==> config.mk <==
export PLATFORM = sky130hd
export DESIGN_NAME = ccst_sequencer
export DESIGN_NICKNAME = d
export VERILOG_FILES = /design/src/ccst_pkg.sv /design/src/ccst_sequencer.sv
export SDC_FILE = /design/constraint.sdc
export NUM_CORES = 1
export LEC_CHECK = 0
export ABC_AREA = 1
export BUFFER_PORTS_ARGS = -buffer_cell sky130_fd_sc_hd__buf_2
export CORE_MARGIN = 4
export CORE_UTILIZATION = 64
export CTS_BUF_LIST = sky130_fd_sc_hd__clkbuf_2
export CTS_CLUSTER_DIAMETER = 50
export DETAILED_ROUTE_END_ITERATION = 12
export PLACE_DENSITY = 0.83
export SLEW_MARGIN = 10
export SYNTH_ARGS = -nofsm -noshare
export SYNTH_HDL_FRONTEND = slang
export SYNTH_SLANG_ARGS = --single-unit
==> constraint.sdc <==
create_clock -name sys_clk -period 3.5 [get_ports sys_clk]
set_input_delay 0.7 -clock sys_clk [delete_from_list [all_inputs] [get_ports sys_clk]]
set_output_delay 0.7 -clock sys_clk [all_outputs]
set_load 0.01 [all_outputs]
==> src/ccst_pkg.sv <==
// constants, types and timing for the image sensor clock sequencer
// Summary of operation
// - dump gate low, pulsed high only to discard
// - left-only readout swaps right phases one, two
// - normal mode image period 20us, pulse 8.665us
// - inverted mode period 100us, first interval 50us
// - image phases overlap 2us, under 0.2 period
// - at least 3us image stop to register start
// - at least 1us register stop to image start
// - register period at least 300ns, pixel-rate set
// - reset gate falls 0.5 period before phase three
// - no upper bound on periods or delays; 16-bit counters here cap them
package ccst_pkg;

   // ---------------------------------------------------------------
   // clock and timing figures
   // ---------------------------------------------------------------
   localparam int CLK_PERIOD_PS = 5000;
   localparam int NRM_PER_NS    = 20000;
   localparam int INV_PER_NS    = 100000;
   localparam int INV_ST0_NS    = 50000;
   localparam int IMG_OVL_NS    = 2000;
   localparam int TDIR_NS       = 5000;
   localparam int TDRI_NS       = 2000;
   localparam int REG_PER_NS    = 400;
   localparam int RST_MIN_NS    = 30;
   localparam int REG_OVL_NS    = 20;
   localparam int DUMP_NS       = 2000;

   // least times round up to whole cycles
   localparam int NRM_PER_CYC = (NRM_PER_NS * 1000 + CLK_PERIOD_PS - 1) / CLK_PERIOD_PS;
   localparam int INV_PER_CYC = (INV_PER_NS * 1000 + CLK_PERIOD_PS - 1) / CLK_PERIOD_PS;
   localparam int INV_ST0_CYC = (INV_ST0_NS * 1000 + CLK_PERIOD_PS - 1) / CLK_PERIOD_PS;
   localparam int IMG_OVL_CYC = (IMG_OVL_NS * 1000 + CLK_PERIOD_PS - 1) / CLK_PERIOD_PS;
   localparam int TDIR_CYC    = (TDIR_NS * 1000 + CLK_PERIOD_PS - 1) / CLK_PERIOD_PS;
   localparam int TDRI_CYC    = (TDRI_NS * 1000 + CLK_PERIOD_PS - 1) / CLK_PERIOD_PS;
   localparam int REG_PER_CYC = (REG_PER_NS * 1000 + CLK_PERIOD_PS - 1) / CLK_PERIOD_PS;
   localparam int RST_MIN_CYC = (RST_MIN_NS * 1000 + CLK_PERIOD_PS - 1) / CLK_PERIOD_PS;
   localparam int REG_OVL_CYC = (REG_OVL_NS * 1000 + CLK_PERIOD_PS - 1) / CLK_PERIOD_PS;
   localparam int DUMP_CYC    = (DUMP_NS * 1000 + CLK_PERIOD_PS - 1) / CLK_PERIOD_PS;

   // ---------------------------------------------------------------
   // widths and step encoding
   // ---------------------------------------------------------------
   // wide counters leave room for long periods, but each is capped by its 16-bit width
   localparam int CNT_W     = 16;
   localparam int LINE_W    = 12;
   localparam int STEP_LAST = 5;

   typedef enum logic [5:0] {
      ST_IDLE   = 6'h01,
      ST_IMG    = 6'h02,
      ST_GAP_IR = 6'h04,
      ST_READ   = 6'h08,
      ST_DUMP   = 6'h10,
      ST_GAP_RI = 6'h20
   } ccst_state_t;

   typedef struct packed {
      logic              inverted_low_dark_operation;
      logic              left_only;
      logic [LINE_W-1:0] lines;
      logic [LINE_W-1:0] dump_lines;
      logic [LINE_W-1:0] pixels;
   } ccst_cfg_t;

   typedef struct packed {
      logic image_phase_one;
      logic image_phase_two;
      logic image_phase_three;
      logic left_register_phase_one;
      logic left_register_phase_two;
      logic register_phase_three;
      logic right_register_phase_one;
      logic right_register_phase_two;
      logic reset_gate;
      logic summing_node_gate;
      logic charge_dump_gate;
   } ccst_pins_t;

endpackage

==> src/ccst_sequencer.sv <==
// clock sequencer driving a two-output full-frame image sensor
`timescale 1ns/100ps
module ccst_sequencer #(
   parameter logic [15:0] INV_PERIOD_CYC = 16'(ccst_pkg::INV_PER_CYC),
   parameter logic [15:0] INV_FIRST_CYC  = 16'(ccst_pkg::INV_ST0_CYC),
   parameter logic [15:0] REG_PERIOD_CYC = 16'(ccst_pkg::REG_PER_CYC)
) (
   // clock and reset
   input  wire logic                sys_clk,
   input  wire logic                reset_n,
   // frame request
   input  wire logic                frame_start,
   input  wire ccst_pkg::ccst_cfg_t frame_cfg,
   // sensor clock drives
   output ccst_pkg::ccst_pins_t     sensor_pins,
   // status toward the sampling logic
   output logic                     busy,
   output logic                     pixel_strobe,
   output logic                     line_done,
   output logic                     frame_done
);

   // ---------------------------------------------------------------
   // derived timing
   // ---------------------------------------------------------------
   localparam logic [15:0] OVL_I  = 16'(ccst_pkg::IMG_OVL_CYC);
   localparam logic [15:0] N_SGL  = 16'(ccst_pkg::NRM_PER_CYC / 3 - ccst_pkg::IMG_OVL_CYC);
   localparam logic [15:0] A_SGL  = INV_PERIOD_CYC / 16'd3 - OVL_I;
   localparam logic [15:0] TR3    = REG_PERIOD_CYC / 16'd3;
   localparam logic [15:0] RW_T   = REG_PERIOD_CYC / 16'd10;
   localparam logic [15:0] RMIN   = 16'(ccst_pkg::RST_MIN_CYC);
   localparam logic [15:0] RW     = (RW_T > RMIN) ? RW_T : RMIN;
   localparam logic [15:0] E3     = RW + REG_PERIOD_CYC / 16'd2;
   localparam logic [15:0] OVL_R  = 16'(ccst_pkg::REG_OVL_CYC);
   localparam logic [15:0] WLEN   = TR3 + OVL_R;
   localparam logic [15:0] S1     = E3 - OVL_R;
   localparam logic [15:0] S2     = (S1 + TR3) % REG_PERIOD_CYC;
   localparam logic [15:0] S3     = (S1 + TR3 + TR3) % REG_PERIOD_CYC;
   localparam logic [15:0] TDIR   = 16'(ccst_pkg::TDIR_CYC);
   localparam logic [15:0] TDRI   = 16'(ccst_pkg::TDRI_CYC);
   localparam logic [15:0] TDUMP  = 16'(ccst_pkg::DUMP_CYC);
   localparam logic [2:0]  SLAST  = 3'(ccst_pkg::STEP_LAST);

   // ---------------------------------------------------------------
   // state
   // ---------------------------------------------------------------
   ccst_pkg::ccst_state_t       state_r, state_nxt;
   ccst_pkg::ccst_cfg_t         cfg_r, cfg_nxt;
   ccst_pkg::ccst_pins_t        pins_r, pins_nxt;
   logic [ccst_pkg::CNT_W-1:0]  cnt_r, cnt_nxt;
   logic [ccst_pkg::CNT_W-1:0]  pc_r, pc_nxt;
   logic [2:0]                  step_r, step_nxt;
   logic [ccst_pkg::LINE_W-1:0] pix_r, pix_nxt;
   logic [ccst_pkg::LINE_W:0]   line_r, line_nxt;
   logic                        busy_r, busy_nxt;
   logic                        strobe_r, strobe_nxt;
   logic                        ldone_r, ldone_nxt;
   logic                        fdone_r, fdone_nxt;

   // cyclic window test inside one pixel period
   function automatic logic in_win(input logic [15:0] pc, input logic [15:0] s);
      logic [15:0] d;
      d = (pc >= s) ? (pc - s) : (pc + REG_PERIOD_CYC - s);
      return d < WLEN;
   endfunction

   // length of an image step, minus one for the down counter
   function automatic logic [15:0] step_len(input logic [2:0] st, input logic inv);
      logic [15:0] l;
      if (st[0]) begin
         l = OVL_I;
      end else if (inv) begin
         l = (st == 3'd0) ? INV_FIRST_CYC : A_SGL;
      end else begin
         l = N_SGL;
      end
      return l - 16'd1;
   endfunction

   // ---------------------------------------------------------------
   // next-state logic
   // ---------------------------------------------------------------
   always_comb begin
      logic [ccst_pkg::LINE_W:0] total;
      logic                      r1;
      logic                      r2;
      total      = {1'b0, cfg_r.lines} + {1'b0, cfg_r.dump_lines};
      r1         = 1'b0;
      r2         = 1'b0;
      state_nxt  = state_r;
      cfg_nxt    = cfg_r;
      cnt_nxt    = cnt_r;
      pc_nxt     = pc_r;
      step_nxt   = step_r;
      pix_nxt    = pix_r;
      line_nxt   = line_r;
      strobe_nxt = 1'b0;
      ldone_nxt  = 1'b0;
      fdone_nxt  = 1'b0;
      // image area rests with phase three high so the output keeps its dc level;
      // register clocks rest low so no phase three fall comes without a reset pulse
      pins_nxt                   = '0;
      pins_nxt.image_phase_three = 1'b1;

      case (state_r)
         ccst_pkg::ST_IDLE: begin
            if (frame_start &&
                ({1'b0, frame_cfg.lines} + {1'b0, frame_cfg.dump_lines}) != '0) begin
               cfg_nxt   = frame_cfg;
               line_nxt  = '0;
               step_nxt  = '0;
               cnt_nxt   = step_len(3'd0, frame_cfg.inverted_low_dark_operation);
               state_nxt = ccst_pkg::ST_IMG;
            end
         end
         ccst_pkg::ST_IMG: begin
            // six steps: 3, 3+1, 1, 1+2, 2, 2+3; overlap steps are the odd ones
            case (step_r)
               3'd0: pins_nxt.image_phase_three = 1'b1;
               3'd1: pins_nxt.image_phase_one   = 1'b1;
               3'd2: begin
                  pins_nxt.image_phase_three = 1'b0;
                  pins_nxt.image_phase_one   = 1'b1;
               end
               3'd3: begin
                  pins_nxt.image_phase_three = 1'b0;
                  pins_nxt.image_phase_one   = 1'b1;
                  pins_nxt.image_phase_two   = 1'b1;
               end
               3'd4: begin
                  pins_nxt.image_phase_three = 1'b0;
                  pins_nxt.image_phase_two   = 1'b1;
               end
               default: pins_nxt.image_phase_two = 1'b1;
            endcase
            if (cnt_r == '0) begin
               if (step_r == SLAST) begin
                  cnt_nxt   = TDIR - 16'd1;
                  state_nxt = ccst_pkg::ST_GAP_IR;
               end else begin
                  step_nxt = step_r + 3'd1;
                  cnt_nxt  = step_len(step_r + 3'd1, cfg_r.inverted_low_dark_operation);
               end
            end else begin
               cnt_nxt = cnt_r - 16'd1;
            end
         end
         ccst_pkg::ST_GAP_IR: begin
            if (cnt_r != '0) begin
               cnt_nxt = cnt_r - 16'd1;
            end else if (line_r < {1'b0, cfg_r.dump_lines}) begin
               cnt_nxt   = TDUMP - 16'd1;
               state_nxt = ccst_pkg::ST_DUMP;
            end else if (cfg_r.pixels == '0) begin
               cnt_nxt   = TDRI - 16'd1;
               state_nxt = ccst_pkg::ST_GAP_RI;
            end else begin
               pc_nxt    = '0;
               pix_nxt   = '0;
               state_nxt = ccst_pkg::ST_READ;
            end
         end
         ccst_pkg::ST_READ: begin
            r1 = in_win(pc_r, S1);
            r2 = in_win(pc_r, S2);
            pins_nxt.left_register_phase_one = r1;
            pins_nxt.left_register_phase_two = r2;
            // swapping the right pair sends every pixel to the left amplifier
            pins_nxt.right_register_phase_one = cfg_r.left_only ? r2 : r1;
            pins_nxt.right_register_phase_two = cfg_r.left_only ? r1 : r2;
            pins_nxt.register_phase_three = in_win(pc_r, S3);
            pins_nxt.summing_node_gate    = in_win(pc_r, S3);
            // reset gate falls half a period before the pixel strobe, 38 cycles before phase three falls
            pins_nxt.reset_gate = (pc_r < RW);
            strobe_nxt = (pc_r == E3);
            if (pc_r == REG_PERIOD_CYC - 16'd1) begin
               pc_nxt  = '0;
               pix_nxt = pix_r + 12'd1;
               if (pix_r == cfg_r.pixels - 12'd1) begin
                  cnt_nxt   = TDRI - 16'd1;
                  state_nxt = ccst_pkg::ST_GAP_RI;
               end
            end else begin
               pc_nxt = pc_r + 16'd1;
            end
         end
         ccst_pkg::ST_DUMP: begin
            pins_nxt.charge_dump_gate = 1'b1;
            if (cnt_r == '0) begin
               cnt_nxt   = TDRI - 16'd1;
               state_nxt = ccst_pkg::ST_GAP_RI;
            end else begin
               cnt_nxt = cnt_r - 16'd1;
            end
         end
         ccst_pkg::ST_GAP_RI: begin
            if (cnt_r != '0) begin
               cnt_nxt = cnt_r - 16'd1;
            end else begin
               ldone_nxt = 1'b1;
               line_nxt  = line_r + 13'd1;
               if (line_r == total - 13'd1) begin
                  fdone_nxt = 1'b1;
                  state_nxt = ccst_pkg::ST_IDLE;
               end else begin
                  step_nxt  = '0;
                  cnt_nxt   = step_len(3'd0, cfg_r.inverted_low_dark_operation);
                  state_nxt = ccst_pkg::ST_IMG;
               end
            end
         end
         default: state_nxt = ccst_pkg::ST_IDLE;
      endcase
      busy_nxt = (state_nxt != ccst_pkg::ST_IDLE);
   end

   // ---------------------------------------------------------------
   // registers
   // ---------------------------------------------------------------
   always_ff @(posedge sys_clk or negedge reset_n) begin
      if (!reset_n) begin
         state_r  <= ccst_pkg::ST_IDLE;
         cfg_r    <= '0;
         pins_r   <= '0;
         cnt_r    <= '0;
         pc_r     <= '0;
         step_r   <= '0;
         pix_r    <= '0;
         line_r   <= '0;
         busy_r   <= 1'b0;
         strobe_r <= 1'b0;
         ldone_r  <= 1'b0;
         fdone_r  <= 1'b0;
      end else begin
         state_r  <= state_nxt;
         cfg_r    <= cfg_nxt;
         pins_r   <= pins_nxt;
         cnt_r    <= cnt_nxt;
         pc_r     <= pc_nxt;
         step_r   <= step_nxt;
         pix_r    <= pix_nxt;
         line_r   <= line_nxt;
         busy_r   <= busy_nxt;
         strobe_r <= strobe_nxt;
         ldone_r  <= ldone_nxt;
         fdone_r  <= fdone_nxt;
      end
   end

   assign sensor_pins  = pins_r;
   assign busy         = busy_r;
   assign pixel_strobe = strobe_r;
   assign line_done    = ldone_r;
   assign frame_done   = fdone_r;

endmodule

==> summary.txt, run 1 <==
Power
  – Power density over the cells: 617 nW/um^2
  – Cell leakage power: between 5 and 6 nW
  – Final Power: approximately 0.0066 W
  – Largest vdd supply drop: 0.808 mV

Global route
  – Antenna violations before repair: 0
  – Global-route wire length before repair: 43,900 um
  – Tot GR Track Use: 0.301
  – Total global routing overflow: 0
  – Largest net degree at the start of global routing: 89
  – Number of global-route vias before repair: about 9,000

Logic synthesis
  – Cell area after synthesis: ~10,000 um^2
  – Cell variety after synth: 57
  – Commonest cells in the netlist: 355 x sky130_fd_sc_hd__nand2_1, 194 x sky130_fd_sc_hd__inv_1, 176 x sky130_fd_sc_hd__nor2_1
  – Post-synth top area cell: sky130_fd_sc_hd__dfrtp_1
  – Fraction of synthesized cell area taken by the top area cell type: 0.292
  – Syn. warnings: 0
  – Most frequent cell after synthesis: sky130_fd_sc_hd__nand2_1
  – Async SR Flop Fraction: 1.00
  – Sequential element share of the synthesized area: 0.295
  – Flops & latches, synth: 118
  – Most used DFF post-synth: sky130_fd_sc_hd__dfrtp_1
  – Post-synthesis net count: about 1,600
  – Cell types with the largest area share after synthesis: sky130_fd_sc_hd__dfrtp_1 29%, sky130_fd_sc_hd__nand2_1 13%, sky130_fd_sc_hd__ha_1 8.4%, sky130_fd_sc_hd__inv_1 7.3%, sky130_fd_sc_hd__nor2_1 6.6%
  – Avg Cell Area, Syn: between 6 and 7 um^2
  – EDFF count, synth: 0
  – Number of instances in the synthesized netlist: 1,456

Final layout
  – Fraction of final layout cells with drive strength greater than 1: 0.112
  – Antenna Cells: 0
  – Area growth from synthesis to layout: 6.55%
  – Layout Nets: 1,619
  – Fill count: between 1,000 and 1,500

Critical path
  – Critical path, cell by cell: inv_1, ha_1, inv_1, ha_1, inv_1, fa_1, inv_1, nand2_1, nand2_1, nand3_1, nor2_1, nand3_1, nor2_1, nand2_1, nor2_1, nand4_2, nand2_1, nor2_4, nand2_4, nand2_1, nand2_1
  – Reg-to-Reg Start: cfg_r[13]
  – Cell with the largest stage delay on the worst path: sky130_fd_sc_hd__fa_1
  – Capturing point of the worst reg2reg path: cnt_r[12]
  – Endpoint required time on the critical path: roughly 4.2 ns
  – Classification of the worst setup path: flop to flop
  – Kind of cell adding the most delay to the critical path: simple AND/OR/NAND/NOR gates
  – R2R Setup Slk: approximately 0.45 ns
  – Worst reg-to-reg path cell count: 21
  – Max FO, Critical Path: 16
  – Buffers plus inverters on the worst setup path: 4
  – Kind of launch point of the worst setup path: flop
  – Arrival time at the worst endpoint: 3.71 ns
  – Slowest Stage Delay on Critical Path: ~0.47 ns
  – Worst Setup End Kind: flop
  – CP most frequent cell: sky130_fd_sc_hd__nand2_1

Placement
  – Weighted congestion at the end of routability-driven global placement: roughly 1
  – Worst slack, placed: a little under 0.3 ns
  – Buffers on Ports: 55
  – Placed wire-length estimate after detailed placement: around 20,000 um

Drt
  – Via count: slightly below 10,000
  – Router iterations before antenna repair: 5
  – Drt drc: 0
  – Vias per cell: between 5 and 6
  – Routed wire length per instance: approximately 15 um
  – Antenna violation net count after detailed routing: 0
  – Wirelength, routed: about 26,000 um
  – Starting DRC count in detailed routing: between 900 and 1,000

Timing
  – Hold Violations, Final: 0
  – Max-slew violation total from the final report: 0
  – Worst slew slack as a fraction of its limit: 0.656
  – Maximum frequency from static timing analysis: between 300 and 400 MHz
  – Final critical-path share of the clock period: 0.872
  – Final setup skew: about 0.036 ns
  – Unrepaired setup endpoints after global routing: false
  – Number of endpoints failing setup at the final stage: 0
  – Final Critical Period: 3.05 ns
  – Worst-Margin Slew: between 0.5 and 0.6 ns
  – Worst setup slack after layout: about 0.45 ns
  – Total negative slack: 0 ns

Clock tree
  – TritonCTS Buffers: 17
  – Number of gates given a new drive strength after cts: 0
  – Maximum number of buffers from clock root to sink: 2
  – Sinks on the clock net: roughly 120
  – Clock slew at the register clock pins of the worst setup and hold paths: around 0.18 ns
  – Number of levels the H-tree was split into: 4
  – TritonCTS clock tree: built
  – Skew-Pair Late Insertion Delay: 0.71 ns
  – CTS Root Buffer Type: sky130_fd_sc_hd__clkbuf_2

Min path
  – Number of cells on the worst hold path: 3
  – Hold path start: frame_cfg[1]
  – Worst-case hold path end point: cfg_r[1]
  – Hold Crit Class: input pin to flop

Die
  – Ports: 56
  – Die area: approximately 18,000 um^2
  – Rows: between 40 and 50
  – Starting density of the core: 0.656
  – Vertical extent of the die: 133 um
  – Core outline area: between 15,000 and 20,000 um^2
  – DIE WIDTH: 133 um

Flow run
  – Max-cap violations: 0

Outcome
  – Status: finished, final reports clean
[repair_timing]
action | 4_1_cts | 5_1_grt
hold buffers | 1 | 0
endpoints found under the hold margin | 30 | 0
setup buffers | 0 | 0
[flip-flops by register name, indices dropped and copies added (netlist names)]
name,cells
busy,1
cfg_r,38
cnt_r,16
frame_done,1
line_done,1
line_r,13
pc_r,16
pix_r,12
pixel_strobe,1
sensor_pins,10
state_r,6
step_r,3
[kinds of logic (layout without fill, tap and decap cells)]
logic type,after synthesis,count (layout),share of synthesized area
adders and majority gates,69,69,0.0877
and+or+nand+nor,754,754,0.336
DFF,118,118,0.295
buffers and inverters,246,312,0.102
xor gates and xnor gates,72,72,0.0630
AOI/OAI and AO/OA,197,197,0.116
[report_power, final]
group / switching (W) / total [W] / internal [W]
logic: 0.00253 / 0.00390 / 0.00137
clock network: 0.000549 / 0.000799 / 0.000250
registers: 0.000213 / 0.00188 / 0.00167
[per-stage QoR]
stage	hold WS, ns	instance area, um^2	util	cells
2_1_floorplan	0.404	10000	-	1456
3_3_place_gp	0.480	10500	0.685	1700
3_5_place_dp	0.485	10500	0.685	1700
4_1_cts	0.192	10700	0.699	1733
5_1_grt	0.180	10700	0.699	1733
6_report	0.232	10700	0.699	1733
[worst max path at each step]
stage	slack [ns]	cells past startpoint	start	to
floorplan	0.81	20	cfg_r[13]	cnt_r[7]
detailed placement	0.30	19	frame_cfg[12]	line_r[2]
finish	0.45	21	cfg_r[13]	cnt_r[12]
global route	0.15	21	cfg_r[13]	cnt_r[7]
global placement	0.41	18	frame_cfg[12]	line_r[10]
CTS	0.48	21	cfg_r[24]	cnt_r[8]
[final cells by class]
| class | instances | area (um^2) | area share |
|---|---|---|---|
| Tap cell | 211 | 264 | 0.0247 |
| Sequential cell | 118 | 2950 | 0.277 |
| Inverter | 213 | 805 | 0.0754 |
| Multi-Input combinational cell | 1092 | 6040 | 0.566 |
| Timing Repair Buffer | 67 | 408 | 0.0382 |
| Clock inverter | 14 | 111 | 0.0104 |
| Clock buffer | 18 | 90.1 | 0.00844 |
[metal layers]
layer / up-vias / share of wire / track usage
met5: - / 0 / 0
met4: 0 / 0.019 / 0.0901
met3: 55 / 0.074 / 0.0601
met2: 383 / 0.45 / 0.467
met1: 4397 / 0.46 / 0.428
li1: 4816 / - / -
[tightest hold or removal path, delay by kind of cell]
| kind | cells | cell delay (ns) |
|---|---|---|
| compound gates | 1 | 0.10 |
| simple gates | 1 | 0.03 |
| buf+inv | 1 | 0.08 |
[layout by cell type, fill, tap and decap left out, types with 4 or more instances in the layout]
cell type,netlist,final
sky130_fd_sc_hd__o22ai_1,8,8
sky130_fd_sc_hd__nor2_2,6,6
sky130_fd_sc_hd__o21ai_0,42,42
sky130_fd_sc_hd__a21oi_1,83,83
sky130_fd_sc_hd__o221ai_1,4,4
sky130_fd_sc_hd__xor2_1,53,53
sky130_fd_sc_hd__o31ai_2,8,8
sky130_fd_sc_hd__nand3_1,115,115
sky130_fd_sc_hd__nor3_1,22,22
sky130_fd_sc_hd__inv_2,15,15
sky130_fd_sc_hd__clkinvlp_4,0,4
sky130_fd_sc_hd__buf_2,9,54
sky130_fd_sc_hd__nor2_4,6,6
sky130_fd_sc_hd__nor4_1,6,6
sky130_fd_sc_hd__ha_1,67,67
sky130_fd_sc_hd__a211oi_1,5,5
sky130_fd_sc_hd__o21ai_1,22,22
sky130_fd_sc_hd__nand2_4,9,9
sky130_fd_sc_hd__and3_1,4,4
sky130_fd_sc_hd__nor2_1,176,176
sky130_fd_sc_hd__dfrtp_1,117,117
sky130_fd_sc_hd__inv_1,194,194
sky130_fd_sc_hd__or2_2,9,9
sky130_fd_sc_hd__xnor2_1,19,19
sky130_fd_sc_hd__nand2_1,355,355
sky130_fd_sc_hd__nand4_1,29,29
sky130_fd_sc_hd__buf_4,6,9
sky130_fd_sc_hd__clkbuf_2,0,18
sky130_fd_sc_hd__clkinv_2,2,8
(Power assumes the default switching activity.)
==> inputs of run 2 (changes only) <==
--- a/config.mk
+++ b/config.mk
@@ -12,7 +12,7 @@
 export CTS_BUF_LIST = sky130_fd_sc_hd__clkbuf_2
 export CTS_CLUSTER_DIAMETER = 50
 export DETAILED_ROUTE_END_ITERATION = 12
-export PLACE_DENSITY = 0.83
+export PLACE_DENSITY = 0.86
 export SLEW_MARGIN = 10
 export SYNTH_ARGS = -nofsm -noshare
 export SYNTH_HDL_FRONTEND = slang
==> summary.txt, run 2 (synthesis results as in run 1) <==
Die
  – Die area: 17,700 um^2 (unchanged)
  – Starting density of the core: 0.656 (unchanged)
  – Rows: 45 (unchanged)
  – Ports: 56 (unchanged)
  – DIE WIDTH: 133 um (unchanged)
  – Vertical extent of the die: 133 um (unchanged)
  – Core outline area: 15,300 um^2 (unchanged)

Global route
  – Largest net degree at the start of global routing: 59 (was 89)
  – Global-route wire length before repair: 44,300 um (was 43,900 um)
  – Antenna violations before repair: 0 (unchanged)
  – Number of global-route vias before repair: 9,117 (was 9,090)
  – Tot GR Track Use: 0.304 (was 0.301)
  – Total global routing overflow: 0 (unchanged)

Placement
  – Weighted congestion at the end of routability-driven global placement: 1.01 (was 0.997)
  – Buffers on Ports: 55 (unchanged)
  – Placed wire-length estimate after detailed placement: 20,300 um (was 20,000 um)
  – Placed Area: 10,500 um^2 (about the same)

Timing
  – Unrepaired setup endpoints after global routing: false (unchanged)
  – Worst slew slack as a fraction of its limit: 0.486 (was 0.656)
  – Total negative slack: 0 ns (unchanged)
  – Number of endpoints failing setup at the final stage: 0 (unchanged)
  – Max-slew violation total from the final report: 0 (unchanged)
  – Final setup skew: 0.0466 ns (was 0.0364 ns)
  – Final Critical Period: 3.12 ns (was 3.05 ns)
  – Maximum frequency from static timing analysis: 320 MHz (was 328 MHz)
  – Final critical-path share of the clock period: 0.893 (was 0.872)
  – Hold Violations, Final: 0 (unchanged)
  – Worst-Margin Slew: 0.772 ns (was 0.511 ns)

Critical path
  – Reg-to-Reg Start: cfg_r[13] (unchanged)
  – Kind of launch point of the worst setup path: flop (unchanged)
  – Classification of the worst setup path: flop to flop (unchanged)
  – Arrival time at the worst endpoint: 3.78 ns (was 3.71 ns)
  – Max FO, Critical Path: 16 (unchanged)
  – Capturing point of the worst reg2reg path: cnt_r[15] (was cnt_r[12])
  – Endpoint required time on the critical path: 4.15 ns (was 4.16 ns)
  – Worst reg-to-reg path cell count: 20 (was 21)
  – Worst Setup End Kind: flop (unchanged)
  – R2R Setup Slk: 0.38 ns (was 0.45 ns)

Drt
  – Via count: 9,897 (was 9,651)
  – Starting DRC count in detailed routing: 1,094 (was 992)
  – Vias per cell: 5.71 (was 5.57)
  – Antenna violation net count after detailed routing: 0 (unchanged)
  – Routed wire length per instance: 15.1 um (was 15.0 um)
  – Router iterations before antenna repair: 7 (was 5)
  – Drt drc: 0 (unchanged)
  – Wirelength, routed: 26,200 um (was 26,000 um)

Clock tree
  – Buffer count from post-CTS setup fixing: 0 (unchanged)
  – CTS Root Buffer Type: sky130_fd_sc_hd__clkbuf_2 (unchanged)
  – Number of levels the H-tree was split into: 4 (unchanged)
  – Number of gates given a new drive strength after cts: 0 (unchanged)
  – Clock slew at the register clock pins of the worst setup and hold paths: 0.20 ns (was 0.18 ns)
  – Maximum number of buffers from clock root to sink: 2 (unchanged)
  – TritonCTS Buffers: 17 (unchanged)
  – Sinks on the clock net: 118 (unchanged)
  – # hold bufs at CTS: 0 (was 1)
  – Skew-Pair Late Insertion Delay: 0.73 ns (was 0.71 ns)
  – TritonCTS clock tree: built (unchanged)

Power
  – Cell leakage power: 5.57 nW (about the same)
  – Sw Pwr: 0.00335 W (was 0.00329 W)
  – Portion of total power attributed to the clock network: 0.133 (was 0.122)
  – Seq pwr share: 0.279 (was 0.286)
  – Power density over the cells: 629 nW/um^2 (was 617 nW/um^2)
  – Internal: 0.00337 W (was 0.00328 W)
  – Switching fraction of total power: 0.499 (was 0.501)
  – Largest vdd supply drop: 0.731 mV (was 0.808 mV)
  – Proportion of power drawn by combinational gates: 0.588 (was 0.593)

Min path
  – Hold Crit Class: input pin to async pin (was input pin to flop)

Final layout
  – Max FFs per register: 38 (unchanged)
  – Fraction of final layout cells with drive strength greater than 1: 0.112 (about the same)
  – Area growth from synthesis to layout: 6.79% (was 6.55%)
  – Antenna Cells: 0 (unchanged)
  – Leading cell type in the layout, fill and taps excluded: sky130_fd_sc_hd__nand2_1 (unchanged)
  – Final design area excluding fillers: 10,700 um^2 (about the same)
  – Layout Nets: 1,619 (unchanged)
  – Commonest cells after routing, fill and taps aside: 355 x sky130_fd_sc_hd__nand2_1, 194 x sky130_fd_sc_hd__inv_1, 176 x sky130_fd_sc_hd__nor2_1, 117 x sky130_fd_sc_hd__dfrtp_1, 115 x sky130_fd_sc_hd__nand3_1 (unchanged)
  – Biggest regs: cfg_r (38), cnt_r (16), pc_r (16) (unchanged)
  – Reg with most FFs: cfg_r (unchanged)
  – Fill count: 1,320 (was 1,323)

Outcome
  – Status: finished, final reports clean (unchanged)

Flow run
  – Max-cap violations: 0 (unchanged)
run 2: cell count changes in the layout (fill, tap and decap cells not counted):
cell / before / now
sky130_fd_sc_hd__buf_4: 9 / 10
sky130_fd_sc_hd__bufinv_16: 1 / 2
sky130_fd_sc_hd__clkbuf_2: 18 / 19
sky130_fd_sc_hd__clkinv_2: 8 / 5
sky130_fd_sc_hd__clkinv_4: 1 / 0
sky130_fd_sc_hd__clkinvlp_4: 4 / 6
sky130_fd_sc_hd__dlygate4sd3_1: 1 / 0
run 2: worst max path at each step:
stage             startpoint   endpoint  slack (ns)
5_1_grt            cfg_r[13]   cnt_r[3]        0.15
2_1_floorplan      cfg_r[13]   cnt_r[7]        0.81
4_1_cts            cfg_r[13]  cnt_r[15]        0.45
3_5_place_dp   frame_cfg[12]  cfg_r[29]        0.13
3_3_place_gp   frame_cfg[12]  line_r[8]        0.18
6_report           cfg_r[13]  cnt_r[15]        0.38
run 2: metrics by stage:
stage          total power, W  worst slack, ns  cells   util  hold slack [ns]
3_5_place_dp          0.00576            0.131   1701  0.686            0.482
4_1_cts               0.00666            0.447   1733  0.701           0.0210
6_report              0.00672            0.376   1733  0.701          0.00977
2_1_floorplan         0.00494            0.815   1456      -            0.404
3_3_place_gp          0.00563            0.184   1701  0.686            0.479
5_1_grt               0.00736            0.147   1733  0.701           0.0364
run 2: layer usage:
layer / up-vias / global-route usage / part of all wire
met2: 448 / 0.462 / 0.45
met1: 4580 / 0.443 / 0.45
met3: 48 / 0.0548 / 0.081
met5: - / 0 / 0
li1: 4821 / - / -
met4: 0 / 0.0912 / 0.019
run 2: worst max-delay path: stages, from the launching register on:
cell and delay, ns:
sky130_fd_sc_hd__dfrtp_1 0.39, sky130_fd_sc_hd__inv_1 0.06, sky130_fd_sc_hd__ha_1 0.28, sky130_fd_sc_hd__inv_1 0.06, sky130_fd_sc_hd__ha_1 0.23, sky130_fd_sc_hd__inv_1 0.08
sky130_fd_sc_hd__fa_1 0.50, sky130_fd_sc_hd__nand2_1 0.06, sky130_fd_sc_hd__nand2_1 0.06, sky130_fd_sc_hd__nand3_1 0.07, sky130_fd_sc_hd__nor2_1 0.19, sky130_fd_sc_hd__nand3_1 0.11
sky130_fd_sc_hd__nor2_1 0.10, sky130_fd_sc_hd__nand2_1 0.06, sky130_fd_sc_hd__nor2_1 0.16, sky130_fd_sc_hd__nand4_2 0.14, sky130_fd_sc_hd__nand2_1 0.14, sky130_fd_sc_hd__nor2_4 0.09
sky130_fd_sc_hd__nand2_4 0.17, sky130_fd_sc_hd__nand2_1 0.08, sky130_fd_sc_hd__nand2_1 0.06
run 2: area by class of cell:
type                    instances  area, um^2  share of cell area
flip-flops and latches        118        2950               0.276
multi-input cells            1092        6040               0.565
clock buffers                  19        95.1             0.00889
well taps                     211         264              0.0247
clock inverters                13         133              0.0124
inverters                     213         805              0.0752
repair buffers                 67         405              0.0379
run 2: power groups by stage:
stage / logic (W) / clock network (W) / registers, W
global placement: 0.00374 / 0 / 0.00189
CTS: 0.00389 / 0.000898 / 0.00188
detailed placement: 0.00386 / 0 / 0.00190
finish: 0.00395 / 0.000893 / 0.00188
floorplan: 0.00309 / 0 / 0.00185
global route: 0.00448 / 0.000961 / 0.00192
